--- src/rtl/fcs_pkg.sv ---
package fcs_pkg;
  // clock and timing
  localparam int CLK_MHZ    = 200;                 // core clock rate
  localparam int NS_PER_US  = 1000;                // ns to cycles divisor
  localparam int T_SETUP_NS = 10;                  // address setup before strobe
  localparam int T_WE_NS    = 100;                 // least write pulse width
  localparam int T_WC_NS    = 200;                 // least write cycle time
  localparam int T_ACC_NS   = 200;                 // most access time on read
  localparam int T_REC_NS   = 30;                  // recovery after read strobe
  localparam int SYNC_CYC   = 2;                   // input synchroniser depth
  localparam logic [7:0] SU_CYC  = 8'((T_SETUP_NS * CLK_MHZ + NS_PER_US - 1) / NS_PER_US);
  localparam logic [7:0] WE_CYC  = 8'((T_WE_NS * CLK_MHZ + NS_PER_US - 1) / NS_PER_US);
  localparam logic [7:0] WC_CYC  = 8'((T_WC_NS * CLK_MHZ + NS_PER_US - 1) / NS_PER_US);
  localparam logic [7:0] ACC_CYC = 8'((T_ACC_NS * CLK_MHZ + NS_PER_US - 1) / NS_PER_US);
  localparam logic [7:0] REC_CYC = 8'((T_REC_NS * CLK_MHZ + NS_PER_US - 1) / NS_PER_US);
  localparam logic [7:0] WE_END  = SU_CYC + WE_CYC;                      // strobe release
  localparam logic [7:0] RD_CAP  = SU_CYC + ACC_CYC + 8'(SYNC_CYC);      // read capture
  localparam logic [7:0] RD_END  = RD_CAP + REC_CYC;                     // read cycle end

  // command codes, one byte per device
  localparam logic [7:0] CMD_WRITE_SETUP = 8'h40;
  localparam logic [7:0] CMD_ERASE_SETUP = 8'h20;
  localparam logic [7:0] CMD_CONFIRM     = 8'hd0;
  localparam logic [7:0] CMD_SUSPEND     = 8'hb0;
  localparam logic [7:0] CMD_READ_STATUS = 8'h70;
  localparam logic [7:0] CMD_READ_ARRAY  = 8'hff;
  localparam logic [7:0] CMD_CLEAR_STAT  = 8'h50;

  // device status bit positions, high device adds HI_OFS
  localparam int ST_READY = 7;
  localparam int ST_SUSP  = 6;
  localparam int ST_EFAIL = 5;
  localparam int ST_WFAIL = 4;
  localparam int ST_VPP   = 3;
  localparam int HI_OFS   = 8;

  // register map, byte addresses
  localparam int          ADR_W    = 8;
  localparam logic [7:0] REG_CTRL  = 8'h00;
  localparam logic [7:0] REG_ADDR  = 8'h04;
  localparam logic [7:0] REG_WDATA = 8'h08;
  localparam logic [7:0] REG_STAT  = 8'h0c;
  localparam logic [7:0] REG_RDATA = 8'h10;

  // control fields
  localparam int CTRL_OP_LSB = 0;
  localparam int CTRL_WIDE   = 4;
  localparam int CTRL_GO     = 8;

  // controller status fields
  localparam int STAT_BUSY    = 0;
  localparam int STAT_DONE    = 1;
  localparam int STAT_REFUSED = 2;
  localparam int STAT_LOCK    = 3;
  localparam int STAT_SEQERR  = 4;
  localparam int STAT_EFAIL   = 5;
  localparam int STAT_WFAIL   = 6;
  localparam int STAT_VPP     = 7;
  localparam int STAT_SUSP    = 8;
  localparam int STAT_CARDRDY = 9;
  localparam int STAT_WORD    = 16;

  localparam int CARD_AW = 24;                     // card address width

  // software operations
  typedef enum logic [2:0] {
    OP_READ    = 3'h0,
    OP_WRITE   = 3'h1,
    OP_ERASE   = 3'h2,
    OP_SUSPEND = 3'h3,
    OP_RESUME  = 3'h4,
    OP_CLEAR   = 3'h5,
    OP_RSTAT   = 3'h6,
    OP_RARRAY  = 3'h7
  } fcs_op_e;

  // card pin group driven by the controller
  typedef struct packed {
    logic [CARD_AW-1:0] addr;
    logic [15:0]        dout;
    logic               doe;
    logic               low_byte_select_n;
    logic               high_byte_select_n;
    logic               oe_n;
    logic               we_n;
  } fcs_pins_s;
endpackage

--- src/rtl/fcs_host.sv ---
`timescale 1ns/1ps
// Functional notes
// - data write is setup code then data
// - clear voltage flag before write or erase
// - host masks reserved status bits 2..0
// - erase is setup then confirm in block
// - wide mode doubles every command code
// - wide mode needs both ready bits set
// - bits 4 and 5 both mean sequence error
// - toggle strobes between status reads
// - suspend polls ready and suspend, resume confirms
module fcs_host (
  // clock and reset
  input  wire logic               clk_i,
  input  wire logic               rst_i,
  // wishbone slave
  input  wire logic               wb_cyc_i,
  input  wire logic               wb_stb_i,
  input  wire logic               wb_we_i,
  input  wire logic [7:0]         wb_adr_i,
  input  wire logic [3:0]         wb_sel_i,
  input  wire logic [31:0]        wb_dat_i,
  output logic      [31:0]        wb_dat_o,
  output logic                    wb_ack_o,
  // card pins
  output fcs_pkg::fcs_pins_s      pins_o,
  input  wire logic [15:0]        card_data_i,
  input  wire logic               card_ready_pin_i
);

  // one-hot engine states
  typedef enum logic [4:0] {
    S_IDLE = 5'b00001,
    S_WR1  = 5'b00010,
    S_WR2  = 5'b00100,
    S_RD   = 5'b01000,
    S_CHK  = 5'b10000
  } fcs_state_e;

  fcs_state_e                 state_ff;     // engine state
  logic [7:0]                 cnt_ff;       // cycle count within a pin cycle
  fcs_pkg::fcs_pins_s         pins_ff;      // registered pin drive
  logic [15:0]                dat_s1_ff;    // data synchroniser stage 1
  logic [15:0]                dat_s2_ff;    // data synchroniser stage 2
  logic                       rdy_s1_ff;    // ready pin stage 1
  logic                       rdy_s2_ff;    // ready pin stage 2
  logic [15:0]                rd_ff;        // last word read from card
  fcs_pkg::fcs_op_e           op_ff;        // selected operation
  logic                       wide_ff;      // 16-bit paired mode
  logic                       go_ff;        // one-cycle start pulse
  logic [fcs_pkg::CARD_AW-1:0] addr_ff;     // target card address
  logic [15:0]                wdata_ff;     // data for a data write
  logic                       done_ff;      // last operation finished
  logic                       refused_ff;   // last start was refused
  logic                       lock_ff;      // low voltage seen, clear needed
  logic                       seqerr_ff;    // command sequence error
  logic                       efail_ff;     // erase failure
  logic                       wfail_ff;     // write failure
  logic                       vpp_ff;       // voltage low reported
  logic                       susp_ff;      // erase reported suspended
  logic                       ack_ff;       // bus acknowledge
  logic [31:0]                dat_ff;       // bus read data
  logic                       busy;         // engine not idle
  logic                       poll_ok;      // polled status is final
  logic [15:0]                code1;        // first command, doubled if wide
  logic [15:0]                code2;        // second bus write value
  logic [7:0]                 cmd1;         // first command byte
  logic                       bus_hit;      // bus cycle being answered

  assign busy    = (state_ff != S_IDLE);
  assign bus_hit = wb_cyc_i && wb_stb_i && !ack_ff;
  // first command byte per operation
  always_comb begin
    case (op_ff)
      fcs_pkg::OP_WRITE:   cmd1 = fcs_pkg::CMD_WRITE_SETUP;
      fcs_pkg::OP_ERASE:   cmd1 = fcs_pkg::CMD_ERASE_SETUP;
      fcs_pkg::OP_SUSPEND: cmd1 = fcs_pkg::CMD_SUSPEND;
      fcs_pkg::OP_RESUME:  cmd1 = fcs_pkg::CMD_CONFIRM;
      fcs_pkg::OP_CLEAR:   cmd1 = fcs_pkg::CMD_CLEAR_STAT;
      fcs_pkg::OP_RSTAT:   cmd1 = fcs_pkg::CMD_READ_STATUS;
      default:             cmd1 = fcs_pkg::CMD_READ_ARRAY;
    endcase
  end
  // doubled codes in wide mode, low byte only otherwise
  always_comb begin
    code1 = wide_ff ? {cmd1, cmd1} : {8'h00, cmd1};
    code2 = wide_ff ? {fcs_pkg::CMD_CONFIRM, fcs_pkg::CMD_CONFIRM} : {8'h00, fcs_pkg::CMD_CONFIRM};
    if (op_ff == fcs_pkg::OP_WRITE) code2 = wide_ff ? wdata_ff : {8'h00, wdata_ff[7:0]};
  end
  // polled status is final once every device is ready, and for a suspend also reports suspended
  always_comb begin
    poll_ok = rd_ff[fcs_pkg::ST_READY] &&
              (!wide_ff || rd_ff[fcs_pkg::ST_READY + fcs_pkg::HI_OFS]);
    if (op_ff == fcs_pkg::OP_SUSPEND) begin
      poll_ok = poll_ok && rd_ff[fcs_pkg::ST_SUSP] &&
                (!wide_ff || rd_ff[fcs_pkg::ST_SUSP + fcs_pkg::HI_OFS]);
    end
  end
  // two-flop synchronisers for card inputs
  always_ff @(posedge clk_i) begin
    if (rst_i) begin
      dat_s1_ff <= 16'h0000;
      dat_s2_ff <= 16'h0000;
      rdy_s1_ff <= 1'b0;
      rdy_s2_ff <= 1'b0;
    end else begin
      dat_s1_ff <= card_data_i;
      dat_s2_ff <= dat_s1_ff;
      rdy_s1_ff <= card_ready_pin_i;
      rdy_s2_ff <= rdy_s1_ff;
    end
  end
  // wishbone slave: ack one cycle after request, dropped next cycle
  always_ff @(posedge clk_i) begin
    if (rst_i) begin
      ack_ff   <= 1'b0;
      dat_ff   <= 32'h0000_0000;
      go_ff    <= 1'b0;
      op_ff    <= fcs_pkg::OP_READ;
      wide_ff  <= 1'b0;
      addr_ff  <= '0;
      wdata_ff <= 16'h0000;
    end else begin
      ack_ff <= bus_hit;
      go_ff  <= 1'b0;
      dat_ff <= 32'h0000_0000;
      // writes take effect only while the engine is idle
      if (bus_hit && wb_we_i && !busy) begin
        case (wb_adr_i)
          fcs_pkg::REG_CTRL: begin
            if (wb_sel_i[0]) begin
              op_ff   <= fcs_pkg::fcs_op_e'(wb_dat_i[fcs_pkg::CTRL_OP_LSB +: 3]);
              wide_ff <= wb_dat_i[fcs_pkg::CTRL_WIDE];
            end
            if (wb_sel_i[1]) go_ff <= wb_dat_i[fcs_pkg::CTRL_GO];
          end
          fcs_pkg::REG_ADDR:  addr_ff <= wb_dat_i[fcs_pkg::CARD_AW-1:0];
          fcs_pkg::REG_WDATA: wdata_ff <= wb_dat_i[15:0];
          default: ;
        endcase
      end
      // reads answer every address, unmapped as zero
      if (bus_hit && !wb_we_i) begin
        case (wb_adr_i)
          fcs_pkg::REG_CTRL:  dat_ff <= {23'h0, 1'b0, 3'h0, wide_ff, 1'b0, op_ff};
          fcs_pkg::REG_ADDR:  dat_ff <= {8'h00, addr_ff};
          fcs_pkg::REG_WDATA: dat_ff <= {16'h0000, wdata_ff};
          fcs_pkg::REG_STAT:  dat_ff <= {rd_ff & 16'hf8f8, 6'h00, rdy_s2_ff, susp_ff, vpp_ff,
                                         wfail_ff, efail_ff, seqerr_ff, lock_ff, refused_ff,
                                         done_ff, busy};
          fcs_pkg::REG_RDATA: dat_ff <= {16'h0000, rd_ff};
          default:            dat_ff <= 32'h0000_0000;
        endcase
      end
    end
  end
  // engine state and pin cycles
  always_ff @(posedge clk_i) begin
    if (rst_i) begin
      state_ff <= S_IDLE;
      cnt_ff   <= 8'h00;
      pins_ff  <= '{addr: '0, dout: 16'h0000, doe: 1'b0, low_byte_select_n: 1'b1,
                    high_byte_select_n: 1'b1, oe_n: 1'b1, we_n: 1'b1};
      rd_ff    <= 16'h0000;
    end else begin
      cnt_ff <= cnt_ff + 8'h01;
      case (state_ff)
        // wait for a start pulse
        S_IDLE: begin
          cnt_ff <= 8'h00;
          if (go_ff && !((op_ff == fcs_pkg::OP_WRITE || op_ff == fcs_pkg::OP_ERASE) && lock_ff)) begin
            state_ff <= (op_ff == fcs_pkg::OP_READ) ? S_RD : S_WR1;
          end
        end
        // bus write cycles, command then second value
        S_WR1, S_WR2: begin
          if (cnt_ff == 8'h00) begin
            pins_ff.addr <= addr_ff;
            pins_ff.dout <= (state_ff == S_WR1) ? code1 : code2;
            pins_ff.doe  <= 1'b1;
          end
          if (cnt_ff == fcs_pkg::SU_CYC) begin
            pins_ff.low_byte_select_n  <= 1'b0;
            pins_ff.high_byte_select_n <= !wide_ff;
            pins_ff.we_n               <= 1'b0;
          end
          if (cnt_ff == fcs_pkg::WE_END) begin
            pins_ff.we_n               <= 1'b1;
            pins_ff.low_byte_select_n  <= 1'b1;
            pins_ff.high_byte_select_n <= 1'b1;
          end
          if (cnt_ff == fcs_pkg::WC_CYC) begin
            pins_ff.doe <= 1'b0;
            cnt_ff      <= 8'h00;
            case (op_ff)
              fcs_pkg::OP_WRITE, fcs_pkg::OP_ERASE: state_ff <= (state_ff == S_WR1) ? S_WR2 : S_RD;
              fcs_pkg::OP_SUSPEND, fcs_pkg::OP_RSTAT: state_ff <= S_RD;
              default: state_ff <= S_IDLE;
            endcase
          end
        end
        // one read cycle, strobes released after each read
        S_RD: begin
          if (cnt_ff == 8'h00) begin
            pins_ff.addr <= addr_ff;
            pins_ff.doe  <= 1'b0;
          end
          if (cnt_ff == fcs_pkg::SU_CYC) begin
            pins_ff.low_byte_select_n  <= 1'b0;
            pins_ff.high_byte_select_n <= !wide_ff;
            pins_ff.oe_n               <= 1'b0;
          end
          if (cnt_ff == fcs_pkg::RD_CAP) begin
            rd_ff                      <= wide_ff ? dat_s2_ff : {8'h00, dat_s2_ff[7:0]};
            pins_ff.oe_n               <= 1'b1;
            pins_ff.low_byte_select_n  <= 1'b1;
            pins_ff.high_byte_select_n <= 1'b1;
          end
          if (cnt_ff == fcs_pkg::RD_END) begin
            cnt_ff   <= 8'h00;
            state_ff <= S_CHK;
          end
        end
        // finish or poll again
        S_CHK: begin
          cnt_ff <= 8'h00;
          state_ff <= (op_ff == fcs_pkg::OP_READ || op_ff == fcs_pkg::OP_RSTAT || poll_ok) ? S_IDLE : S_RD;
        end
        default: begin
          state_ff <= S_IDLE;
          cnt_ff   <= 8'h00;
        end
      endcase
    end
  end
  // result flags from the final status word
  always_ff @(posedge clk_i) begin
    if (rst_i) begin
      done_ff    <= 1'b0;
      refused_ff <= 1'b0;
      lock_ff    <= 1'b0;
      seqerr_ff  <= 1'b0;
      efail_ff   <= 1'b0;
      wfail_ff   <= 1'b0;
      vpp_ff     <= 1'b0;
      susp_ff    <= 1'b0;
    end else if (state_ff == S_IDLE && go_ff) begin
      done_ff    <= 1'b0;
      refused_ff <= 1'b0;
      if ((op_ff == fcs_pkg::OP_WRITE || op_ff == fcs_pkg::OP_ERASE) && lock_ff) begin
        refused_ff <= 1'b1;
        done_ff    <= 1'b1;
      end
    end else if (state_ff == S_CHK && (op_ff == fcs_pkg::OP_READ || op_ff == fcs_pkg::OP_RSTAT || poll_ok)) begin
      done_ff <= 1'b1;
      if (op_ff != fcs_pkg::OP_READ) begin
        efail_ff  <= rd_ff[fcs_pkg::ST_EFAIL] || (wide_ff && rd_ff[fcs_pkg::ST_EFAIL + fcs_pkg::HI_OFS]);
        wfail_ff  <= rd_ff[fcs_pkg::ST_WFAIL] || (wide_ff && rd_ff[fcs_pkg::ST_WFAIL + fcs_pkg::HI_OFS]);
        vpp_ff    <= rd_ff[fcs_pkg::ST_VPP] || (wide_ff && rd_ff[fcs_pkg::ST_VPP + fcs_pkg::HI_OFS]);
        susp_ff   <= rd_ff[fcs_pkg::ST_SUSP] && (!wide_ff || rd_ff[fcs_pkg::ST_SUSP + fcs_pkg::HI_OFS]);
        seqerr_ff <= rd_ff[fcs_pkg::ST_EFAIL] && rd_ff[fcs_pkg::ST_WFAIL] &&
                     (!wide_ff || (rd_ff[fcs_pkg::ST_EFAIL + fcs_pkg::HI_OFS] &&
                                   rd_ff[fcs_pkg::ST_WFAIL + fcs_pkg::HI_OFS]));
        if (rd_ff[fcs_pkg::ST_VPP] || (wide_ff && rd_ff[fcs_pkg::ST_VPP + fcs_pkg::HI_OFS])) begin
          lock_ff <= 1'b1;
        end
      end
    end else if (state_ff == S_WR1 && cnt_ff == fcs_pkg::WC_CYC && op_ff == fcs_pkg::OP_CLEAR) begin
      done_ff   <= 1'b1;
      lock_ff   <= 1'b0;
      efail_ff  <= 1'b0;
      wfail_ff  <= 1'b0;
      vpp_ff    <= 1'b0;
      seqerr_ff <= 1'b0;
    end else if (state_ff == S_WR1 && cnt_ff == fcs_pkg::WC_CYC &&
                 (op_ff == fcs_pkg::OP_RESUME || op_ff == fcs_pkg::OP_RARRAY)) begin
      done_ff <= 1'b1;
      if (op_ff == fcs_pkg::OP_RESUME) susp_ff <= 1'b0;
    end
  end
  // outputs straight from flops
  assign pins_o   = pins_ff;
  assign wb_ack_o = ack_ff;
  assign wb_dat_o = dat_ff;
endmodule

--- config.mk ---
export PLATFORM = sky130hd
export DESIGN_NAME = fcs_host
export DESIGN_NICKNAME = d
export VERILOG_FILES = /design/src/rtl/fcs_pkg.sv /design/src/rtl/fcs_host.sv
export SDC_FILE = /design/constraint.sdc
export NUM_CORES = 1
export LEC_CHECK = 0
export BUFFER_PORTS_ARGS = -buffer_cell sky130_fd_sc_hd__buf_2
export CAP_MARGIN = 20
export CORE_AREA = 2 2 171 123
export DETAILED_ROUTE_END_ITERATION = 10
export DIE_AREA = 0 0 173 125
export GPL_ROUTABILITY_DRIVEN = 1
export GPL_TIMING_DRIVEN = 0
export PLACE_DENSITY_LB_ADDON = 0.15
export SYNTH_ARGS = -nofsm -noshare
export SYNTH_HDL_FRONTEND = slang
export SYNTH_SLANG_ARGS = --single-unit
--- constraint.sdc ---
create_clock -name clk_i -period 4.9 [get_ports clk_i]
set_input_delay 0 -clock clk_i [delete_from_list [all_inputs] [get_ports clk_i]]
set_output_delay 0 -clock clk_i [all_outputs]
set_load 0.03 [all_outputs]
==> flow_summary.ini <==
[placed_design]
dp_hpwl_mm = 18.2
gp_congestion = 0.897
dp_slack_ns = 1.92
port_buffers = 127

[timing]
worst_pin_slew_ns = 0.865
hold_viol_final = 0
period_share = 0.621
fmax_mhz = 329
setup_violations = 0
slew_violations = 0
period_needed_ns = 3.04
finClkSkew_ns = 0.0116
maxSlewHeadroom = 0.424
setup_ws_ns = 1.86
rsz0062_at_grt = no
hold_ws_ns = 0.0866
totalNegativeSetupSlack_ns = 0

[clocking]
hold_buffers = 44
cts_tree = done
clockBufferDepth = 2
htreeDepth = 4
cts_made_buffers = 17
ctsRootBufferMaster = clkbuf_16
clkSinkCount = 191
cts_resized = 0
clock_latency_ns = 0.44
clk_pin_slew_ns = 0.07
cts_setup_buffers = 0

[pwr]
p_per_area_nw_per_um2 = 336
cellLeakagePower_nw = 3.60
ir_drop_mv = 0.189

[run_status]
status = finished clean

[logic_synthesis]
postSynthRegisterBits = 191
yosys.area.top_type = dfxtp_1
synth_area_leaders = dfxtp_1 (50%), nand2_1 (7.9%), a21oi_1 (5.3%), nor2b_1 (3.3%), nor2_1 (3.2%)
yosysWarningCount = 0
synthesis.area_sq_um = 7670
seq_area_frac_synth = 0.498
ys.flop_type = dfxtp_1
synth_common_cells = dfxtp_1 (191), nand2_1 (161), a21oi_1 (81)
syn_area_per_cell_sq_um = 8.68
synth_edf_count = 0
netlist-cell-type-count = 64
synth.top_cell.area_share = 0.498
syn-instance-count = 884
ys_async_sr_fraction = 0
synth_most_common_cell = dfxtp_1

[critical_path]
cp.required_ns = 5.26
criticalPathCategory = flop to flop
startpoint_type = flop
r2r_cells = 8
cp-end-kind = flop
crit_fanout = 10
arrival_ns = 3.40

[cells_and_area]
fillers = 2038
layout-drive-gt1-share = 0.201
nNetsFinal = 1145
synthToLayoutAreaGrowth_pct = 26.9
diodes = 0
final-seq-area_sq_um = 3820
multi_input_area_sq_um = 3490

[routing]
via_count = 7047
wire_per_inst_um = 17.9
route.detailed.drc = 0
postRouteAntennaNets = 0
avgViaCountPerCell = 5.17
drt_iter0_drc = 509
drt-total-wl_mm = 24.4
first_pass_iters = 5

[job]
cap_violations = 0

[grt]
grt_pass1_wl_mm = 38.0
antenna_found_initial = 2
grt.busiest_layer = met1
met2_usage = 0.328
grt_pass1_vias = 6457
grt_start_max_net_pins = 17
grtUsageMet1 = 0.350
met3_usage = 0.0544
grt.total_usage = 0.229
grt-ovfl-total = 0

[floorplanning]
die_w_um = 173
pin_count = 144
rows = 44
die_area_sq_um = 21600
initial_core_util = 0.381
die_height_um = 125
core_area_sq_um = 20100

[worst_hold_path]
hold_path_class = primary input to flop
holdPathStages = 4
cell usage in the layout, fill, tap and decap left out, types with 6 or more instances in the layout:
cell type,n
a21oi_1,81
a21o_1,6
nor2_1,65
mux2i_1,10
and3_1,13
a221oi_1,8
nand2_2,20
a211oi_1,11
xnor2_1,6
nor2b_1,40
clkbuf_1,49
nand2_1,161
dfxtp_1,191
a21oi_2,20
nand3_1,29
o31ai_1,6
o21ai_0,9
nor3_1,19
dlygate4sd3_1,44
a22oi_1,21
a22o_1,8
inv_1,19
clkbuf_16,17
buf_2,131
power by group:
| group | internal [mW] | switching (mW) | leakage [nW] |
|---|---|---|---|
| clock | 0.910 | 0.623 | 0.311 |
| combinational | 0.0692 | 0.0966 | 1.75 |
| sequential | 1.57 | 0.00576 | 1.55 |
| total | 2.55 | 0.725 | 3.60 |
through the flow:
step	area [sq um]	total power, mW	cells	util
after floorplan	7680	1.69	886	-
after global placement	8660	1.75	1289	0.430
after detailed placement	8660	1.75	1289	0.430
after CTS	9740	3.28	1363	0.483
after global routing	9740	3.38	1363	0.483
final	9740	3.27	1363	0.483
critical path: stages (launching register included):
cell	delay (ns)
dfxtp_1	0.30
clkbuf_1	0.16
nor3_1	0.48
nand2_1	0.23
clkbuf_1	0.31
a21oi_1	0.75
clkbuf_1	0.48
nand2_1	0.12
a21oi_1	0.13
final cells by class:
type                    count  share of cell area
inverters                  19             0.00732
well taps                 276              0.0355
flip-flops and latches    191               0.393
clock inverters            11              0.0207
repair buffers            171               0.110
multi-input cells         614               0.358
clock buffers              19              0.0445
plain buffers              62              0.0305
per-layer routing:
metal,part of all wire,routed length [um]
met5,0.00066,16
met3,0.075,1840
met2,0.42,10200
met1,0.50,12300
met4,0.0063,153
path summary, 6_finish.rpt:
| check | start | endpoint | slack, ns |
|---|---|---|---|
| setup / recovery | state_ff[3]$_SDFFE_PP0P_ | pins_o[42]$_SDFFE_PP0P_ | 1.86 |
| hold / removal | wb_adr_i[6] | wb_dat_o[1]$_SDFF_PP0_ | 0.09 |
| setup reg to reg | state_ff[3]$_SDFFE_PP0P_ | pins_o[42]$_SDFFE_PP0P_ | 1.86 |
| hold reg to reg | dat_s1_ff[15]$_SDFF_PP0_ | dat_s2_ff[15]$_SDFF_PP0_ | 0.44 |
state kept, by name, indices dropped and copies added (netlist names), 3 cells and up:
name       flops
dat_s1_ff     16
cnt_ff         8
wb_dat_o      29
op_ff          3
rd_ff         16
state_ff       5
wdata_ff      16
pins_o        45
dat_s2_ff     16
addr_ff       24
logic make-up (layout without fill, tap and decap cells):
logic type | after synthesis | count (layout) | share of synthesized area
compound gates | 200 | 200 | 0.176
xor+xnor | 10 | 10 | 0.0114
fa+ha+maj | 3 | 3 | 0.00489
buf+inv | 81 | 282 | 0.0479
flops | 191 | 191 | 0.498
mux | 11 | 11 | 0.0145
other cells | 1 | 3 | 0.000489
simple gates | 387 | 387 | 0.247
Power figures use the tool's default switching activity.
